[config.mk]
export PLATFORM = sky130hd
export DESIGN_NAME = sync_serial_status_control
export DESIGN_NICKNAME = d
export VERILOG_FILES = /design/src/rtl/port_mode_decode.v /design/src/rtl/sync_serial_status_control.v
export VERILOG_INCLUDE_DIRS = /design/src /design/src/shared
export SDC_FILE = /design/constraint.sdc
export NUM_CORES = 1
export LEC_CHECK = 0
export BUFFER_PORTS_ARGS = -buffer_cell sky130_fd_sc_hd__buf_4
export CAP_MARGIN = 0
export CORE_ASPECT_RATIO = 0.6
export CORE_UTILIZATION = 23
export CTS_BUF_LIST = sky130_fd_sc_hd__clkbuf_8
export CTS_CLUSTER_DIAMETER = 200
export CTS_CLUSTER_SIZE = 40
export DETAILED_ROUTE_END_ITERATION = 12
export HOLD_SLACK_MARGIN = 0.06
export SKIP_LAST_GASP = 1
export SYNTH_ARGS = -nofsm -noshare
export SYNTH_HDL_FRONTEND = slang
export SYNTH_SLANG_ARGS = --single-unit
[constraint.sdc]
create_clock -name clock -period 1.7 [get_ports clock]
set_input_delay 0 -clock clock [delete_from_list [all_inputs] [get_ports clock]]
set_output_delay 0 -clock clock [all_outputs]
set_load 0.01 [all_outputs]
[src/shared/serial_port_map.vh]
// Register offsets, field positions, reset values and mode codes of the serial port.
`ifndef SERIAL_PORT_MAP_VH
`define SERIAL_PORT_MAP_VH
`define OFF_STATUS 12'h018F
`define OFF_CTRL1 12'h0190
`define OFF_CTRL2 12'h0191
`define OFF_EVENT 12'h01A0
`define CTRL1_RESET 8'h00
`define STATUS_RESET 8'h00
`define CTRL2_RESET 8'h00
`define BIT_WRITE_COLLISION_FLAG 7
`define BIT_OVF 6
`define BIT_EN 5
`define BIT_CKP 4
`define BIT_STOPDET 4
`define BIT_STARTDET 3
`define BIT_RW 2
`define BIT_UA 1
`define BIT_BF 0
`define BIT_ACK_SEQUENCE_REQUEST_BIT 4
`define BIT_RECEIVE_REQUEST_BIT 3
`define BIT_PEN 2
`define BIT_REPEATED_START_REQUEST_BIT 1
`define BIT_SEN 0
`define MODE_SPI_H4 4'h0
`define MODE_SPI_H16 4'h1
`define MODE_SPI_H64 4'h2
`define MODE_SPI_HT2 4'h3
`define MODE_SPI_C_SS 4'h4
`define MODE_SPI_C 4'h5
`define MODE_I2C_C7 4'h6
`define MODE_I2C_C10 4'h7
`define MODE_I2C_H 4'h8
`define MODE_SPI_HDIV 4'hA
`define MODE_I2C_FW 4'hB
`define MODE_I2C_C7SP 4'hE
`define MODE_I2C_C10SP 4'hF
`define CLK_SEL_DIV4 3'h0
`define CLK_SEL_DIV16 3'h1
`define CLK_SEL_DIV64 3'h2
`define CLK_SEL_TMR 3'h3
`define CLK_SEL_BAUD 3'h4
`define CLK_SEL_PIN 3'h5
`define CLK_SEL_NONE 3'h7
`endif

[src/rtl/port_mode_decode.v]
// Decoder of the four-bit port mode select into mode classes.
`timescale 1ns/1ps
`include "serial_port_map.vh"
module port_mode_decode (
  // Mode select.
  input wire [3:0] portModeSelect,
  // Decoded classes.
  output reg isSpi,
  output reg isSpiHost,
  output reg isSpiClient,
  output reg slaveSelectUsed,
  output reg isI2cHost,
  output reg isI2cClient,
  output reg isTenBit,
  output reg startStopIrq,
  output reg isReserved,
  output reg [2:0] clockSource
);
  always @* begin
    isSpi = 1'b0;
    isSpiHost = 1'b0;
    isSpiClient = 1'b0;
    slaveSelectUsed = 1'b0;
    isI2cHost = 1'b0;
    isI2cClient = 1'b0;
    isTenBit = 1'b0;
    startStopIrq = 1'b0;
    isReserved = 1'b0;
    clockSource = `CLK_SEL_NONE;
    case (portModeSelect)
      `MODE_SPI_H4: begin
        isSpi = 1'b1;
        isSpiHost = 1'b1;
        clockSource = `CLK_SEL_DIV4;
      end
      `MODE_SPI_H16: begin
        isSpi = 1'b1;
        isSpiHost = 1'b1;
        clockSource = `CLK_SEL_DIV16;
      end
      `MODE_SPI_H64: begin
        isSpi = 1'b1;
        isSpiHost = 1'b1;
        clockSource = `CLK_SEL_DIV64;
      end
      `MODE_SPI_HT2: begin
        isSpi = 1'b1;
        isSpiHost = 1'b1;
        clockSource = `CLK_SEL_TMR;
      end
      `MODE_SPI_HDIV: begin
        isSpi = 1'b1;
        isSpiHost = 1'b1;
        clockSource = `CLK_SEL_BAUD;
      end
      `MODE_SPI_C_SS: begin
        isSpi = 1'b1;
        isSpiClient = 1'b1;
        slaveSelectUsed = 1'b1;
        clockSource = `CLK_SEL_PIN;
      end
      `MODE_SPI_C: begin
        isSpi = 1'b1;
        isSpiClient = 1'b1;
        clockSource = `CLK_SEL_PIN;
      end
      `MODE_I2C_C7: isI2cClient = 1'b1;
      `MODE_I2C_C10: begin
        isI2cClient = 1'b1;
        isTenBit = 1'b1;
      end
      `MODE_I2C_C7SP: begin
        isI2cClient = 1'b1;
        startStopIrq = 1'b1;
      end
      `MODE_I2C_C10SP: begin
        isI2cClient = 1'b1;
        isTenBit = 1'b1;
        startStopIrq = 1'b1;
      end
      `MODE_I2C_H: begin
        isI2cHost = 1'b1;
        clockSource = `CLK_SEL_BAUD;
      end
      `MODE_I2C_FW: isI2cHost = 1'b1;
      default: isReserved = 1'b1;
    endcase
  end
endmodule

[src/rtl/sync_serial_status_control.v]
// Status and control register bank of the synchronous serial port.
//
// Overview of operation
// - Ten-bit client flags address reload need.
// - Transmit buffer-full high until transmit completes or the buffer is read.
// - Receive sets buffer-full on completed byte.
// - Receive completion counts data bits only.
// - Start/stop flags cleared by reset, disable.
// - Client direction bit latched at address match.
// - Active is OR of I2C host-transmit and requests.
// - Buffer write during transmit sets collision bit.
// - SPI client overflow drops new shifted byte.
// - I2C receive overflow sticks until software clears.
// - Enable bit hands pins to serial port.
// - SPI clock idle level follows clock bit.
// - Client clock bit zero stretches clock.
// - Codes 1111/1110 select client with interrupts.
// - Code 1011 is firmware-driven host.
// - Codes 0101/0100 are SPI client modes.
// - Codes 0000-0011 are SPI host clocks.
// - Code 1010 uses baud divider, nonzero.
// - Host modes never set overflow.
//
// Added by the designer: the APB register port.
`timescale 1ns/1ps
`include "serial_port_map.vh"
module sync_serial_status_control (
  // Clock, reset and clock enable.
  input wire clock,
  input wire sys_rst,
  input wire clkEn,
  // APB slave.
  input wire psel,
  input wire penable,
  input wire pwrite,
  input wire [11:0] paddr,
  input wire [31:0] pwdata,
  output reg [31:0] prdata,
  output reg pready,
  output reg pslverr,
  // Events from the shifter and bus logic.
  input wire txStart,
  input wire txDone,
  input wire rxByteDone,
  input wire bufferRead,
  input wire bufferWrite,
  input wire startSeen,
  input wire stopSeen,
  input wire nackSeen,
  input wire addrMatch,
  input wire addrRwBit,
  input wire addrHighByte,
  input wire addrLowDone,
  input wire [4:0] requestClear,
  // Port controls.
  output reg portEnabled,
  output reg sckIdleHigh,
  output reg clockHoldLow,
  output reg [2:0] clockSourceSel,
  output reg slaveSelectOn,
  output reg rxDiscard,
  output reg portActive,
  output reg [3:0] modeOut
);
  reg [7:0] ctrlOne_ff;
  reg [7:0] nxt_ctrlOne;
  reg [4:0] requests_ff;
  reg [4:0] nxt_requests;
  reg bufFull_ff;
  reg txBusy_ff;
  reg addrUpdate_ff;
  reg startDet_ff;
  reg stopDet_ff;
  reg rwBit_ff;
  reg wcolEvt;
  reg ovfEvt;
  wire isSpi;
  wire isSpiHost;
  wire isSpiClient;
  wire ssUsed;
  wire isI2cHost;
  wire isI2cClient;
  wire isTenBit;
  wire ssIrq;
  wire isReserved;
  wire [2:0] clkSrc;
  wire access;
  wire wrCtrl1;
  wire wrCtrl2;
  wire isHost;
  wire enabled;
  wire [7:0] statusByte;

  function hitAddr;
    input [11:0] addr;
    input [11:0] target;
    begin
      hitAddr = (addr == target);
    end
  endfunction

  port_mode_decode modeDec (
    .portModeSelect(ctrlOne_ff[3:0]),
    .isSpi(isSpi),
    .isSpiHost(isSpiHost),
    .isSpiClient(isSpiClient),
    .slaveSelectUsed(ssUsed),
    .isI2cHost(isI2cHost),
    .isI2cClient(isI2cClient),
    .isTenBit(isTenBit),
    .startStopIrq(ssIrq),
    .isReserved(isReserved),
    .clockSource(clkSrc)
  );

  // Single-wait APB: access phase answers on its second cycle.
  assign access = psel && penable && !pready;
  assign wrCtrl1 = access && pwrite && hitAddr(paddr, `OFF_CTRL1);
  assign wrCtrl2 = access && pwrite && hitAddr(paddr, `OFF_CTRL2);
  assign isHost = isSpiHost || isI2cHost;
  assign enabled = ctrlOne_ff[`BIT_EN];
  // I2C host transmit status shares the direction bit position.
  assign statusByte = {3'h0, stopDet_ff, startDet_ff,
                       (isI2cHost ? txBusy_ff : rwBit_ff), addrUpdate_ff, bufFull_ff};

  always @* begin
    // Collision: buffer written while the previous word still shifts.
    wcolEvt = enabled && bufferWrite && txBusy_ff;
    // Overflow only where the far side clocks bytes in; hosts start every transfer.
    ovfEvt = enabled && rxByteDone && bufFull_ff && !isHost && !isReserved;
    nxt_ctrlOne = ctrlOne_ff;
    if (wrCtrl1) begin
      nxt_ctrlOne = pwdata[7:0];
      // Software may only clear the sticky flags, never set them.
      nxt_ctrlOne[`BIT_WRITE_COLLISION_FLAG] = ctrlOne_ff[`BIT_WRITE_COLLISION_FLAG] & pwdata[`BIT_WRITE_COLLISION_FLAG];
      nxt_ctrlOne[`BIT_OVF] = ctrlOne_ff[`BIT_OVF] & pwdata[`BIT_OVF];
    end
    // A set arriving with a clear wins.
    if (wcolEvt) begin
      nxt_ctrlOne[`BIT_WRITE_COLLISION_FLAG] = 1'b1;
    end
    if (ovfEvt) begin
      nxt_ctrlOne[`BIT_OVF] = 1'b1;
    end
    nxt_requests = requests_ff & ~requestClear;
    if (wrCtrl2) begin
      nxt_requests = {pwdata[`BIT_ACK_SEQUENCE_REQUEST_BIT], pwdata[`BIT_RECEIVE_REQUEST_BIT], pwdata[`BIT_PEN],
                      pwdata[`BIT_REPEATED_START_REQUEST_BIT], pwdata[`BIT_SEN]};
    end
  end

  always @(posedge clock) begin
    if (sys_rst) begin
      ctrlOne_ff <= `CTRL1_RESET;
      requests_ff <= 5'h00;
      bufFull_ff <= 1'b0;
      txBusy_ff <= 1'b0;
      addrUpdate_ff <= 1'b0;
      startDet_ff <= 1'b0;
      stopDet_ff <= 1'b0;
      rwBit_ff <= 1'b0;
      prdata <= 32'h0000_0000;
      pready <= 1'b0;
      pslverr <= 1'b0;
      portEnabled <= 1'b0;
      sckIdleHigh <= 1'b0;
      clockHoldLow <= 1'b0;
      clockSourceSel <= `CLK_SEL_NONE;
      slaveSelectOn <= 1'b0;
      rxDiscard <= 1'b0;
      portActive <= 1'b0;
      modeOut <= 4'h0;
    end else if (clkEn) begin
      ctrlOne_ff <= nxt_ctrlOne;
      requests_ff <= nxt_requests;
      pready <= access;
      pslverr <= 1'b0;
      prdata <= 32'h0000_0000;
      if (access && !pwrite) begin
        // Status register is read-only; writes to it land nowhere.
        if (hitAddr(paddr, `OFF_STATUS)) begin
          prdata <= {24'h00_0000, statusByte};
        end else if (hitAddr(paddr, `OFF_CTRL1)) begin
          prdata <= {24'h00_0000, ctrlOne_ff};
        end else if (hitAddr(paddr, `OFF_CTRL2)) begin
          prdata <= {24'h00_0000, 3'h0, requests_ff[4], requests_ff[3:0]};
        end else begin
          pslverr <= 1'b1;
        end
      end else if (access && !hitAddr(paddr, `OFF_CTRL1) && !hitAddr(paddr, `OFF_CTRL2)
                   && !hitAddr(paddr, `OFF_STATUS)) begin
        pslverr <= 1'b1;
      end
      if (!enabled) begin
        // Clearing the enable drops all status-register flags; pending requests are kept.
        startDet_ff <= 1'b0;
        stopDet_ff <= 1'b0;
        bufFull_ff <= 1'b0;
        txBusy_ff <= 1'b0;
        addrUpdate_ff <= 1'b0;
        rwBit_ff <= 1'b0;
      end else begin
        if (startSeen) begin
          startDet_ff <= 1'b1;
          stopDet_ff <= 1'b0;
        end else if (stopSeen) begin
          stopDet_ff <= 1'b1;
          startDet_ff <= 1'b0;
        end
        if (txStart && !txBusy_ff) begin
          txBusy_ff <= 1'b1;
          bufFull_ff <= 1'b1;
        end else if (txDone) begin
          txBusy_ff <= 1'b0;
          bufFull_ff <= 1'b0;
        end else if (rxByteDone && !bufFull_ff) begin
          // rxByteDone pulses after the eighth data bit, before acknowledge.
          bufFull_ff <= 1'b1;
        end else if (bufferRead) begin
          bufFull_ff <= 1'b0;
        end
        if (isI2cClient && isTenBit && (addrHighByte || addrLowDone)) begin
          addrUpdate_ff <= 1'b1;
        end else if (bufferWrite && isI2cClient) begin
          addrUpdate_ff <= 1'b0;
        end
        if (isI2cClient && addrMatch) begin
          rwBit_ff <= addrRwBit;
        end else if (startSeen || stopSeen || nackSeen) begin
          rwBit_ff <= 1'b0;
        end
      end
      // All pin controls follow the stored register so mode and level change together.
      portEnabled <= enabled;
      sckIdleHigh <= isSpi && ctrlOne_ff[`BIT_CKP];
      // Stretch only as a client; a host ignores the bit.
      clockHoldLow <= enabled && isI2cClient && !ctrlOne_ff[`BIT_CKP];
      clockSourceSel <= clkSrc;
      slaveSelectOn <= enabled && isSpiClient && ssUsed;
      rxDiscard <= ovfEvt && isSpiClient;
      portActive <= (isI2cHost && txBusy_ff) || (|requests_ff);
      modeOut <= ctrlOne_ff[3:0];
    end
  end
endmodule

## Word-level counts from Yosys, hierarchy flattened

Cells that the tools add are included.

- Bitwise operators: 4
- Reductions and logical operators: 62
- Eq/ne operators: 20
- Mux-type cells: 42

Operators by type and width:

| kind | number |
|---|---|
| == test 12 x 9 -> 1 bit, second input constant | 3 |
| 2-to-1 mux 1 bit | 35 |
| 2-to-1 mux 8 bit | 4 |
| logical AND 1 bit | 28 |
| == test 4 bit, second input constant | 5 |
| one-hot mux 3 bit (6 select lines) | 1 |
| == test 4 x 3 -> 1 bit, second input constant | 4 |
| AND reduction 2 bit | 8 |
| OR reduction 13 bit | 1 |
| 2-to-1 mux 5 bit | 2 |
| OR reduction 5 bit | 2 |
| logical NOT 1 bit | 9 |
| == test 4 x 2 -> 1 bit, second input constant | 2 |
| OR reduction 2 bit | 4 |
| OR reduction 7 bit | 1 |
| inequality test 3 x 1 -> 1 bit, second input constant | 2 |
| bitwise AND 5 bit | 1 |
| logical OR 1 bit | 5 |
| inequality test 5 x 3 -> 1 bit, second input constant | 1 |
| NOT 5 bit | 1 |
| == test 4 x 1 -> 1 bit, second input constant | 1 |
| logical NOT 4 bit | 1 |
| nonzero test 2 bit | 2 |
| OR reduction 4 bit | 1 |
| 3 further kinds | 4 |

- Register bits: 66
- Logic and storage cells: 149
- Bits of input ports: 67
- Output and inout port bits: 47

## Logic depth before layout (Yosys ltp)

Gate-level depths: netlist (run 1).

- Depth in word-level cells: 9
- Mapped depth: 6
- Depth with buffers taken out: 4

## By module

Synthesis (run 1) repeated with hierarchy kept, for this count alone.

- Cells, all modules: 260
- Area total of the unflattened synthesis: 2174.6 µm²

Modules (own cells, without submodules):

| module | seq. area each (µm²) | instances | area an instance (µm²) | cells each |
|---|---|---|---|---|
| sync_serial_status_control | 840.8 | 1 | 2073.2 | 244 |
| port_mode_decode | 0.0 | 1 | 101.3 | 16 |

## Worst setup path before layout (run 1)

Ideal clock, no wire load.

- Path type: register to register
- Start: register ctrlOne_ff[1]
- End: register prdata[2]
- Path buffers: 1
- Slack: 0.250 ns
- Period minus slack after synthesis: 1.450 ns
- Cell stages (with the launch flop): 6
- Arrival time: 1.312 ns
- Setup time: 0.138 ns
- Data required time: 1.562 ns
- Cell sequence: dfxtp_1 clkbuf_1 xnor2_1 and3_1 a2111oi_1 a211oi_2

- Word-level cells in the longest chain between the ends: 6
- Elaborated cells between the ends (all ways): 7
- Those cells by class: 2 x eq/ne; 4 x mux; 1 x reduce/logical

RTL lines:

| element | line | source |
|---|---|---|
| start: declaration | sync_serial_status_control.v:65 | `reg [7:0] ctrlOne_ff;` |
| start signal: assignment | sync_serial_status_control.v:154 | `` ctrlOne_ff <= `CTRL1_RESET; `` |
| start signal: assignment | sync_serial_status_control.v:174 | `ctrlOne_ff <= nxt_ctrlOne;` |
| == test 4 bit | port_mode_decode.v:30 | `case (portModeSelect)` |
| OR reduction 2 bit (no line) (*) | n/a |  |
| 2-to-1 mux 1 bit (*) | port_mode_decode.v:30 |  |
| 2-to-1 mux 1 bit (*) | sync_serial_status_control.v:124 | `(isI2cHost ? txBusy_ff : rwBit_ff), addrUpdate_ff, bufFull_ff};` |
| 2-to-1 mux 8 bit (*) | sync_serial_status_control.v:181 | `` if (hitAddr(paddr, `OFF_STATUS)) begin `` |
| 2-to-1 mux 8 bit (*) | sync_serial_status_control.v:179 | `if (access && !pwrite) begin` |
| end signal: assignment | sync_serial_status_control.v:182 | `prdata <= {24'h00_0000, statusByte};` |
| end signal: assignment | sync_serial_status_control.v:184 | `prdata <= {24'h00_0000, ctrlOne_ff};` |
| end signal: assignment | sync_serial_status_control.v:186 | `prdata <= {24'h00_0000, 3'h0, requests_ff[4], requests_ff[3:0]};` |
| end: declaration | sync_serial_status_control.v:38 | `output reg [31:0] prdata,` |

Every way passes the cells marked *; elsewhere a longest branch is shown, timed or not.
A chain may end at the register's enable or synchronous reset.

## Final worst setup path (run 1)

- Start: register requests_ff[0]
- End: register portActive

- Word-level cells in the longest chain between the ends: 2

RTL lines:

| element | line | source |
|---|---|---|
| start: declaration | sync_serial_status_control.v:67 | `reg [4:0] requests_ff;` |
| start signal: assignment | sync_serial_status_control.v:175 | `requests_ff <= nxt_requests;` |
| OR reduction 5 bit | sync_serial_status_control.v:241 | `portActive <= (isI2cHost && txBusy_ff) \|\| (\|requests_ff);` |
| logical OR 1 bit | sync_serial_status_control.v:241 |  |
| end signal: assignment | sync_serial_status_control.v:241 |  |
| end: declaration | sync_serial_status_control.v:62 | `output reg portActive,` |

No other way between the ends.

==> results of run 1 <==
critical path: stages (launching register included):
cell                      delay (ns)
sky130_fd_sc_hd__dfxtp_1        0.34
sky130_fd_sc_hd__or4_1          0.52
sky130_fd_sc_hd__or3_1          0.35
sky130_fd_sc_hd__o221a_2        0.23
worst min-delay path by stage:
stage	start	end	slack (ns)
2_1_floorplan	pwdata[0]	ctrlOne_ff[0]$_SDFFE_PP0P_	0.15
3_5_place_dp	addrRwBit	rwBit_ff$_SDFFE_PP0P_	0.27
4_1_cts	clkEn	modeOut[0]$_SDFFE_PP0P_	0.08
5_1_grt	clkEn	modeOut[0]$_SDFFE_PP0P_	0.09
6_report	clkEn	modeOut[0]$_SDFFE_PP0P_	0.08
3_3_place_gp	addrRwBit	rwBit_ff$_SDFFE_PP0P_	0.27
power by group through the flow:
stage                     Combinational [W]  Sequential (W)  Clock, W
final                              0.000254        0.000996  0.000673
after global routing               0.000277        0.000998  0.000738
after CTS                          0.000253        0.000996  0.000680
after detailed placement           0.000220         0.00102         0
after global placement             0.000219         0.00102         0
after floorplan                    0.000134         0.00102         0
metrics by stage:
| stage | worst slack [ns] | area (um2) |
|---|---|---|
| floorplan | 0.2500 | 2258 |
| global placement | 0.2022 | 2766 |
| detailed placement | 0.1732 | 2766 |
| CTS | 0.1497 | 3037 |
| global route | 0.03183 | 3037 |
| finish | 0.1403 | 3037 |
kinds of logic after synthesis:
family                 Yosys count
AO/OA/AOI/OAI                   75
XOR/XNOR                         1
buffers and inverters           50
flip-flops                      42
multiplexers                     6
other                            1
AND/OR/NAND/NOR                 96
cell usage after synthesis (3+ instances only):
cell type / instances
sky130_fd_sc_hd__and2_1: 3
sky130_fd_sc_hd__inv_1: 6
sky130_fd_sc_hd__buf_2: 3
sky130_fd_sc_hd__dfxtp_1: 42
sky130_fd_sc_hd__mux2i_1: 3
sky130_fd_sc_hd__a21oi_1: 30
sky130_fd_sc_hd__o21ai_0: 16
sky130_fd_sc_hd__mux2_2: 3
sky130_fd_sc_hd__o31ai_1: 5
sky130_fd_sc_hd__nand3_1: 14
sky130_fd_sc_hd__nand4_1: 7
sky130_fd_sc_hd__nor2_1: 20
sky130_fd_sc_hd__o211ai_1: 5
sky130_fd_sc_hd__nor2b_1: 6
sky130_fd_sc_hd__nand2_1: 27
sky130_fd_sc_hd__clkbuf_1: 14
sky130_fd_sc_hd__nor3_1: 5
sky130_fd_sc_hd__buf_4: 24
per-layer routing:
metal,vias up,track usage,wire length [um],share of wire
met4,0,0.01786,10,0.0015
met1,1004,0.2123,3584,0.53
li1,1086,-,-,-
met2,68,0.1995,2644,0.39
met5,-,0,0,0
met3,2,0.03978,536,0.079
area by class of cell:
cell class | count | area, um2
clock buffer | 5 | 68.82
clock inverter | 3 | 21.27
fill | 994 | 6118
inverter | 7 | 26.28
multi-input combinational | 202 | 1129
sequential | 42 | 840.8
tap | 130 | 162.7
timing repair buffer | 99 | 788.3
state kept, by name, summed over array words and instances, names as in the netlist, 3 cells and up:
signal          cells
ctrlOne_ff          8
modeOut             4
clockSourceSel      3
requests_ff         5
prdata              8
==> reports/results.md, run 1 <==
| Metric | Reported | Unit |
| --- | --- | --- |
| Outcome | finished clean | - |
| Fraction of the yosys area taken by sequential cells | 0.3871 | - |
| Detailed Route WL | 6775 | um |
| Most common library cell in the layout ignoring fill and taps | sky130_fd_sc_hd__buf_4 | - |
| Simple-Gate Fraction of Synth Area | 0.2304 | - |
| Number of register bits inferred by synthesis | 42 | - |
| FF-to-FF path depth | 3 | - |
| Max-slew violation total from the final report | 0 | - |
| Initial cell density of the core | 0.2373 | - |
| CTS sink count | 42 | - |
| Largest net degree at the start of global routing | 37 | - |
| Fraction of power consumed by combinational cells | 0.132 | - |
| Clock skew after layout | 0.01369 | ns |
| Final critical delay including setup and external delays | 1.560 | ns |
| Sw Share | 0.2672 | - |
| Max Cap Violations | 0 | - |
| Post-synthesis xor/xnor area fraction | 0.004032 | - |
| FF-to-FF End | portActive$_SDFFE_PP0P_ | - |
| Level count of the clock H-tree | 2 | - |
| Half-perimeter wire length after placement | 5170 | um |
| Aggregate global-route resource usage | 0.1411 | - |
| Overall die area | 9849 | um2 |
| Post-CTS clock slew at the launch and capture registers of the worst setup and hold paths | 0.09 | ns |
| Layout overhead on the synthesized area | 39.80 | % |
| Number of DRC violations after detailed routing | 0 | - |
| Io pins | 114 | - |
| Data arrival, critical path | 1.75 | ns |
| Commonest non-fill, non-tap cells in the layout | sky130_fd_sc_hd__buf_4 (81), sky130_fd_sc_hd__dfxtp_1 (42), sky130_fd_sc_hd__a21oi_1 (30), sky130_fd_sc_hd__nand2_1 (27), sky130_fd_sc_hd__conb_1 (24) | - |
| Predominant post-synthesis flop cell | sky130_fd_sc_hd__dfxtp_1 | - |
| Final hold violation count | 0 | - |
| Count of cells resized by post-cts repair | 0 | - |
| Via count of the first global-routing pass | 2049 | - |
| Setup repair after global routing missed its margin | no | - |
| Share of synthesized cell area in full adder, half adder and majority cells | 0 | - |
| Horiz. Die Dim | 127.5 | um |
| Crit Path Class | reg2reg | - |
| Finished Layout Cells | 488 | - |
| Number of rows in the core area | 27 | - |
| Dominant combinational cell family by area after synthesis | simple AND/OR/NAND/NOR gates | - |
| Cell at the root of the clock tree | sky130_fd_sc_hd__clkbuf_8 | - |
| Worst hold path cell count | 3 | - |
| Clk Latency, worst-skew pair | 0.30 | ns |
| Share of synthesized area spent on multiplexers | 0.02938 | - |
| Global-route wire length before repair | 10700 | um |
| Fraction of the cycle the final worst path needs | 0.9175 | - |
| Endpoint of the most critical setup path | portActive$_SDFFE_PP0P_ | - |
| F_max | 0.6411 | GHz |
| Cell leakage power | 1.232 | nW |
| Crit path launch type | flop | - |
| Compound-cell area share of the yosys netlist | 0.2143 | - |
| Fraction of post-synthesis cell area in the top cell type by area | 0.3871 | - |
| Highest net fanout along the worst path | 3 | - |
| First DRT Iteration DRCs | 233 | - |
| Deepest clock path buffer count | 2 | - |
| Placed cell count | 462 | - |
| Count of warnings emitted by yosys | 0 | - |
| Port-buffer cells | 65 | - |
| Final setup vio count | 0 | - |
| Via count normalized by instance count | 4.426 | - |
| Aggregate negative setup slack | 0 | ns |
| Routability congestion estimate | 0.8285 | - |
| Share of post-route cells with drive strength above 1 | 0.2709 | - |
| CP Capture Type | flop | - |
| Core area | 9155 | um2 |
| Cell type with the highest aggregate area in the netlist | sky130_fd_sc_hd__dfxtp_1 | - |
| Post-synth cell types | 48 | - |
| Relative contribution of the clock network to total power | 0.350 | - |
| Routed Antenna Nets | 0 | - |
| Post-cts hold buffer count | 18 | - |
| TritonCTS Buffers | 5 | - |
| Detailed-routing iteration count for the pre-antenna-repair pass | 4 | - |
| Number of vias after detailed routing | 2160 | - |
| Worst hold slack | 0.07789 | ns |
| Timing startpoint of the critical path | requests_ff[0]$_SDFFE_PP0P_ | - |
| Total setup buffers inserted after CTS | 0 | - |
| Number of antenna violations at the first check in global routing | 0 | - |
| IR drop worst, VDD | 0.2935 | mV |
| Overall power of the completed layout | 0.001923 | W |
| Number of enable-type register cells in the synthesized netlist | 0 | - |
| Switching power summed over all nets | 0.0005139 | W |
| Internal Power | 0.001409 | W |
| Chip height | 77.28 | um |
| Sequential Power Share | 0.518 | - |
| CTS tree | done | - |
| Cell area after synthesis | 2172 | um2 |
| Proportion of register bits with asynchronous set or reset after synthesis | 0 | - |
| Final core occ | 0.3317 | - |
| Dominant cells by area after synthesis | sky130_fd_sc_hd__dfxtp_1 (39%), sky130_fd_sc_hd__buf_4 (8.3%), sky130_fd_sc_hd__a21oi_1 (6.9%), sky130_fd_sc_hd__nand2_1 (4.7%), sky130_fd_sc_hd__o21ai_0 (3.7%) | - |
| Post-synthesis area per instance | 8.015 | um2 |
| Type of the most critical hold path | in2reg | - |
| WL/cell | 13.88 | um |
| Data required, critical path | 1.89 | ns |
| Setup slack of the worst register-to-register path | 0.14 | ns |
| Overall overflow remaining after global route | 0 | - |
| Critical register-to-register path startpoint | requests_ff[0]$_SDFFE_PP0P_ | - |
| Inserted Diodes | 0 | - |
| Synth Instances | 271 | - |
| Power per unit of standard cell area | 633.4 | nW/um2 |
| Post-layout net count | 424 | - |
No activity file was read; power rests on OpenSTA's default activity.
==> run 2, diff against run 1 <==
Settings changed: ABC_AREA from default to 1.
==> reports/results.md, run 2 <==
| Metric | Reported | Unit |
| --- | --- | --- |
| Io pins | 114 | - |
| Proportion of register bits with asynchronous set or reset after synthesis | 0 | - |
| Final hold violation count | 0 | - |
| Cell area after synthesis | 2217 | um2 |
| Fraction of post-synthesis cell area in the top cell type by area | 0.3792 | - |
| Deepest clock path buffer count | 2 | - |
| Commonest non-fill, non-tap cells in the layout | sky130_fd_sc_hd__buf_4 (68), sky130_fd_sc_hd__nand2_1 (65), sky130_fd_sc_hd__dfxtp_1 (42), sky130_fd_sc_hd__a21oi_1 (33), sky130_fd_sc_hd__nor2_1 (28) | - |
| Highest net fanout along the worst path | 4 | - |
| Routability congestion estimate | 0.8103 | - |
| Level count of the clock H-tree | 2 | - |
| Final critical delay including setup and external delays | 1.551 | ns |
| Post-CTS clock slew at the launch and capture registers of the worst setup and hold paths | 0.09 | ns |
| Worst hold slack | 0.08101 | ns |
| Crit Path Class | reg2reg | - |
| Number of antenna violations at the first check in global routing | 0 | - |
| Horiz. Die Dim | 128.8 | um |
| Worst-case setup slack after placement | 0.2568 | ns |
| Setup slack of the worst register-to-register path | 0.15 | ns |
| Type of the most critical hold path | in2reg | - |
| Post-synthesis area per instance | 7.061 | um2 |
| Number of enable-type register cells in the synthesized netlist | 0 | - |
| Data required, critical path | 1.95 | ns |
| Overall die area | 10050 | um2 |
| Count of warnings emitted by yosys | 0 | - |
| Met1 track demand over resource | 0.1978 | - |
| Aggregate negative setup slack | 0 | ns |
| Overall overflow remaining after global route | 0 | - |
| Clk Latency, worst-skew pair | 0.31 | ns |
| Largest net degree at the start of global routing | 29 | - |
| Cell at the root of the clock tree | sky130_fd_sc_hd__clkbuf_8 | - |
| Min-Delay Endpoint | requests_ff[0]$_SDFFE_PP0P_ | - |
| Clock skew after layout | 0.01052 | ns |
| Category of cells accounting for the largest share of critical-path delay | buffers and inverters | - |
| M3 GR Usage | 0.04022 | - |
| Slack of the critical path | 0.1488 | ns |
| Crit path launch type | flop | - |
| Number of rows in the core area | 27 | - |
| Fraction of the yosys area taken by sequential cells | 0.3792 | - |
| Global route hottest layer | met1 | - |
| Final setup vio count | 0 | - |
| Initial cell density of the core | 0.2395 | - |
| Dominant cells by area after synthesis | sky130_fd_sc_hd__dfxtp_1 (38%), sky130_fd_sc_hd__nand2_1 (11%), sky130_fd_sc_hd__buf_4 (8.1%), sky130_fd_sc_hd__a21oi_1 (7.4%), sky130_fd_sc_hd__nand3_1 (5.4%) | - |
| Critical register-to-register path startpoint | ctrlOne_ff[5]$_SDFFE_PP0P_ | - |
| Aggregate global-route resource usage | 0.1339 | - |
| Number of register bits inferred by synthesis | 42 | - |
| FF-to-FF path depth | 5 | - |
| Routed Antenna Nets | 0 | - |
| Fraction of the cycle the final worst path needs | 0.9125 | - |
| Max Cap Violations | 0 | - |
| Min-Delay Startpoint | pwrite | - |
| Post-synth cell types | 29 | - |
| TritonCTS Buffers | 5 | - |
| Core area | 9256 | um2 |
| Setup repair after global routing missed its margin | no | - |
| Via count normalized by instance count | 4.147 | - |
| F_max | 0.6447 | GHz |
| CP Capture Type | flop | - |
| Total setup buffers inserted after CTS | 0 | - |
| Cell Chain, Critical Path | inv_1, o21ai_0, nand2_1, a21oi_1, dlygate4sd3_1 | - |
| Inserted Diodes | 0 | - |
| Synth Instances | 314 | - |
| First DRT Iteration DRCs | 198 | - |
| Port-buffer cells | 65 | - |
| Chip height | 78.05 | um |
| CTS sink count | 42 | - |
| Registers with the most flip-flops | ctrlOne_ff x8, prdata x8, requests_ff x5 | - |
| WL/cell | 11.97 | um |
| Worst hold path cell count | 3 | - |
| Cell type with the highest aggregate area in the netlist | sky130_fd_sc_hd__dfxtp_1 | - |
| Number of DRC violations after detailed routing | 0 | - |
| CTS tree | done | - |
| Sum of buffers and inverters on the critical path | 2 | - |
| Largest stage delay on the critical path | 0.56 | ns |
| Power per unit of standard cell area | 640.2 | nW/um2 |
| IR drop worst, VDD | 0.2689 | mV |
| Synth top cells by count | sky130_fd_sc_hd__nand2_1 (65), sky130_fd_sc_hd__dfxtp_1 (42), sky130_fd_sc_hd__a21oi_1 (33) | - |
| Predominant post-synthesis flop cell | sky130_fd_sc_hd__dfxtp_1 | - |
| Cell leakage power | 1.331 | nW |
| Outcome | finished clean | - |
| FF-to-FF End | txBusy_ff$_SDFFE_PP0P_ | - |
| Global-route wire length before repair | 10320 | um |
| Number of vias after detailed routing | 2202 | - |
| Met2 GRT Util | 0.1892 | - |
| Via count of the first global-routing pass | 2077 | - |
| Layout overhead on the synthesized area | 37.92 | % |
| Max-slew violation total from the final report | 0 | - |
| Data arrival, critical path | 1.80 | ns |
| Post-layout net count | 467 | - |
| Most common library cell in the layout ignoring fill and taps | sky130_fd_sc_hd__buf_4 | - |
| Final core occ | 0.3304 | - |
| Share of post-route cells with drive strength above 1 | 0.2519 | - |
| Detailed Route WL | 6354 | um |
| Most frequent cell after synthesis | sky130_fd_sc_hd__nand2_1 | - |
| Detailed-routing iteration count for the pre-antenna-repair pass | 4 | - |
| Half-perimeter wire length after placement | 4953 | um |
| Cell with the largest stage delay on the worst path | sky130_fd_sc_hd__dlygate4sd3_1 | - |
-- run 2: changes by cell type after synthesis, sizes merged, moves of 3 or more --
cell | before | now
mux2i | 3 | 0
inv | 6 | 31
nand3 | 14 | 25
mux2 | 3 | 0
nand2 | 27 | 69
clkbuf | 14 | 6
a21oi | 30 | 39
o31ai | 5 | 0
nor2b | 6 | 0
o211ai | 5 | 2
and2 | 4 | 0
nor2 | 20 | 36
o21ai | 17 | 20
nand2b | 3 | 0
-- run 2: worst min-delay path, delay by kind of cell --
kind | cells | cell delay, ns
simple gates | 1 | 0.14
buf+inv | 1 | 0.13
compound gates | 1 | 0.07
-- run 2: area by class of cell --
type / count / area [um2]
multi-input combinational: 230 / 1112
tap: 130 / 162.7
clock buffer: 6 / 82.58
sequential: 42 / 840.8
timing repair buffer: 90 / 730.7
clock inverter: 2 / 12.51
inverter: 31 / 116.4
fill: 1009 / 6198
-- run 2: what timing repair did --
| item | in CTS | in global routing |
|---|---|---|
| endpoints found under the hold margin | 18 | 0 |
| setup endpoints to repair | 0 | 1 |
| gates resized for setup | 0 | 1 |
| hold buffers | 22 | 0 |
-- run 2: worst max-delay path by stage --
stage          slack, ns                       start  cells past startpoint                         end
2_1_floorplan       0.45         pready$_SDFFE_PP0P_                      7  ctrlOne_ff[2]$_SDFFE_PP0P_
3_3_place_gp        0.29         pready$_SDFFE_PP0P_                      7  ctrlOne_ff[5]$_SDFFE_PP0P_
3_5_place_dp        0.26         pready$_SDFFE_PP0P_                      7  ctrlOne_ff[5]$_SDFFE_PP0P_
4_1_cts             0.16  ctrlOne_ff[5]$_SDFFE_PP0P_                      5      txBusy_ff$_SDFFE_PP0P_
5_1_grt             0.01  ctrlOne_ff[5]$_SDFFE_PP0P_                      5      txBusy_ff$_SDFFE_PP0P_
6_report            0.15  ctrlOne_ff[5]$_SDFFE_PP0P_                      5      txBusy_ff$_SDFFE_PP0P_
-- run 2: report_power, final --
group          internal [W]  total, W  leakage (nW)  switching [W]
clock              0.000327  0.000693        0.0472       0.000366
sequential         0.000996   0.00100         0.340     0.00000752
combinational      0.000129  0.000260         0.943       0.000132
-- run 2: metal layers --
layer / vias up / wire, um
met5: - / 0
met4: 0 / 29
met3: 4 / 498
met2: 69 / 2631
met1: 981 / 3196
li1: 1148 / -
-- run 2: through the flow --
stage / power (W) / cells / area [um2]
3_5_place_dp: 0.001250 / 501 / 2743
6_report: 0.001958 / 531 / 3058
3_3_place_gp: 0.001248 / 501 / 2743
4_1_cts: 0.001981 / 531 / 3058
2_1_floorplan: 0.001172 / 337 / 2303
5_1_grt: 0.002061 / 531 / 3058
-- run 2: cells by family after synthesis --
logic type	Yosys count	synth area share
and+or+nand+nor	143	0.3036
buffers and inverters	65	0.1580
AOI/OAI and AO/OA	63	0.1575
DFF	42	0.3792
other	1	0.001691
==> run 3, diff against run 2 <==
Settings changed: PLACE_DENSITY from default to 0.5, SLEW_MARGIN from default to 20.
==> reports/results.md, run 3 (synthesis gave the netlist of run 2 again) <==
| Metric | Reported | Unit |
| --- | --- | --- |
| Outcome | finished clean | - |
| Number of vias after detailed routing | 2198 | - |
| Count of cells resized by post-cts repair | 0 | - |
| Overall overflow remaining after global route | 0 | - |
| Highest net fanout along the worst path | 5 | - |
| Largest stage delay on the critical path | 0.56 | ns |
| Final setup vio count | 0 | - |
| Type of the most critical hold path | in2reg | - |
| Number of antenna violations at the first check in global routing | 0 | - |
| Data required, critical path | 1.95 | ns |
| Crit Path Class | reg2reg | - |
| Detailed-routing iteration count for the pre-antenna-repair pass | 4 | - |
| Cell leakage power | 1.352 | nW |
| Cell at the root of the clock tree | sky130_fd_sc_hd__clkbuf_8 | - |
| Initial cell density of the core | 0.2395 | - |
| Global-route wire length before repair | 10370 | um |
| Post-cts hold buffer count | 21 | - |
| Post-layout net count | 467 | - |
| F_max | 0.6321 | GHz |
| IR drop worst, VDD | 0.3140 | mV |
| Data arrival, critical path | 1.83 | ns |
| Total setup buffers inserted after CTS | 0 | - |
| Io pins | 114 | - |
| FF-to-FF path depth | 5 | - |
| Max-slew violation total from the final report | 0 | - |
| Routed Antenna Nets | 0 | - |
| Chip height | 78.05 | um |
| Number of rows in the core area | 27 | - |
| Worst hold slack | 0.07595 | ns |
| WL/cell | 12.34 | um |
| Placed cell area | 2750 | um2 |
| Cell area after layout | 3067 | um2 |
| Core area | 9256 | um2 |
| Worst hold path cell count | 2 | - |
| Via count normalized by instance count | 4.139 | - |
| Registers with the most flip-flops | ctrlOne_ff x8, prdata x8, requests_ff x5 | - |
| Overall die area | 10050 | um2 |
| Cell with the largest stage delay on the worst path | sky130_fd_sc_hd__dlygate4sd3_1 | - |
| TritonCTS Buffers | 5 | - |
| Worst-case setup slack after placement | 0.2349 | ns |
| Detailed Route WL | 6550 | um |
| Flip-flop and latch area | 840.8 | um2 |
| Aggregate negative setup slack | 0 | ns |
| Commonest non-fill, non-tap cells in the layout | sky130_fd_sc_hd__buf_4 (69), sky130_fd_sc_hd__nand2_1 (65), sky130_fd_sc_hd__dfxtp_1 (42), sky130_fd_sc_hd__a21oi_1 (33), sky130_fd_sc_hd__inv_1 (29) | - |
| Slack of the critical path | 0.1179 | ns |
| Number of fill cells in the layout | 1034 | - |
| Aggregate global-route resource usage | 0.1359 | - |
| Most common library cell in the layout ignoring fill and taps | sky130_fd_sc_hd__buf_4 | - |
| Final hold violation count | 0 | - |
| Combined area of the multi-input logic cells | 1112 | um2 |
| Deepest clock path buffer count | 2 | - |
| Max Cap Violations | 0 | - |
| Setup repair after global routing missed its margin | no | - |
| Largest net degree at the start of global routing | 29 | - |
| First DRT Iteration DRCs | 124 | - |
| CTS tree | done | - |
| Half-perimeter wire length after placement | 5042 | um |
| Clk Latency, worst-skew pair | 0.30 | ns |
| Cell type with the highest occurrence count on the critical path | sky130_fd_sc_hd__nand2_1 | - |
| Via count of the first global-routing pass | 2080 | - |
| Inserted Diodes | 0 | - |
| Horiz. Die Dim | 128.8 | um |
| Port-buffer cells | 65 | - |
| Number of DRC violations after detailed routing | 0 | - |
| Clock skew after layout | 0.002955 | ns |
| Share of post-route cells with drive strength above 1 | 0.2469 | - |
| Post-CTS clock slew at the launch and capture registers of the worst setup and hold paths | 0.08 | ns |
| Layout overhead on the synthesized area | 38.32 | % |
| Cell Chain, Critical Path | nand2_1, inv_1, nand2_1, a21oi_1, dlygate4sd3_1 | - |
| Level count of the clock H-tree | 2 | - |
| Final critical delay including setup and external delays | 1.582 | ns |
| Fraction of the cycle the final worst path needs | 0.9307 | - |
| CTS sink count | 42 | - |
| Routability congestion estimate | 0.7988 | - |
| Overall power of the completed layout | 0.002061 | W |
| CP Capture Type | flop | - |
| Power per unit of standard cell area | 672.0 | nW/um2 |
| Crit path launch type | flop | - |
[run 3: cell types whose count changed in the layout (fill, tap and decap cells not counted), sizes merged]
cell / previous run / this run
clkinvlp: 1 / 0
buf: 68 / 69
bufinv: 0 / 1
inv: 31 / 33
dlygate4sd3: 22 / 21
clkinv: 1 / 0
clkbuf: 6 / 5
[run 3: critical path, delay by kind of cell (launching register included)]
kind,cells,cell delay (ns)
buffers and inverters,2,0.76
DFF,1,0.39
and+or+nand+nor,2,0.23
AOI/OAI and AO/OA,1,0.16
[run 3: layer usage]
| metal | vias to the layer above | GRT usage | routed length [um] |
|---|---|---|---|
| li1 | 1139 | - | - |
| met1 | 982 | 0.2091 | 3497 |
| met2 | 66 | 0.1822 | 2514 |
| met3 | 11 | 0.03749 | 472 |
| met4 | 0 | 0.02824 | 66 |
| met5 | - | 0 | 0 |
[run 3: area by class of cell]
type / count / area share
Clock buffer: 5 / 0.02244
Clock inverter: 3 / 0.01224
Inverter: 31 / 0.03794
Multi-Input combinational cell: 230 / 0.3627
Sequential cell: 42 / 0.2742
Tap cell: 130 / 0.05304
Timing Repair Buffer: 90 / 0.2375
[run 3: report_power, final]
part           leakage, nW  total, W  internal [W]  switching (W)
logic                0.951  0.000260      0.000127       0.000133
registers            0.340   0.00100      0.000996     0.00000820
clock network       0.0607  0.000797      0.000428       0.000368
[run 3: final timing paths]
check / from / end / slack, ns
setup / recovery: ctrlOne_ff[5]$_SDFFE_PP0P_ / bufFull_ff$_SDFFE_PP0P_ / 0.12
hold / removal: clkEn / sckIdleHigh$_SDFFE_PP0P_ / 0.08
setup reg to reg: ctrlOne_ff[5]$_SDFFE_PP0P_ / bufFull_ff$_SDFFE_PP0P_ / 0.12
hold reg to reg: stopDet_ff$_SDFFE_PP0P_ / stopDet_ff$_SDFFE_PP0P_ / 0.46
[run 3: per-stage QoR]
step,util,instances
global route,0.3313,531
global placement,0.2971,502
floorplan,-,337
finish,0.3313,531
CTS,0.3313,531
detailed placement,0.2971,502
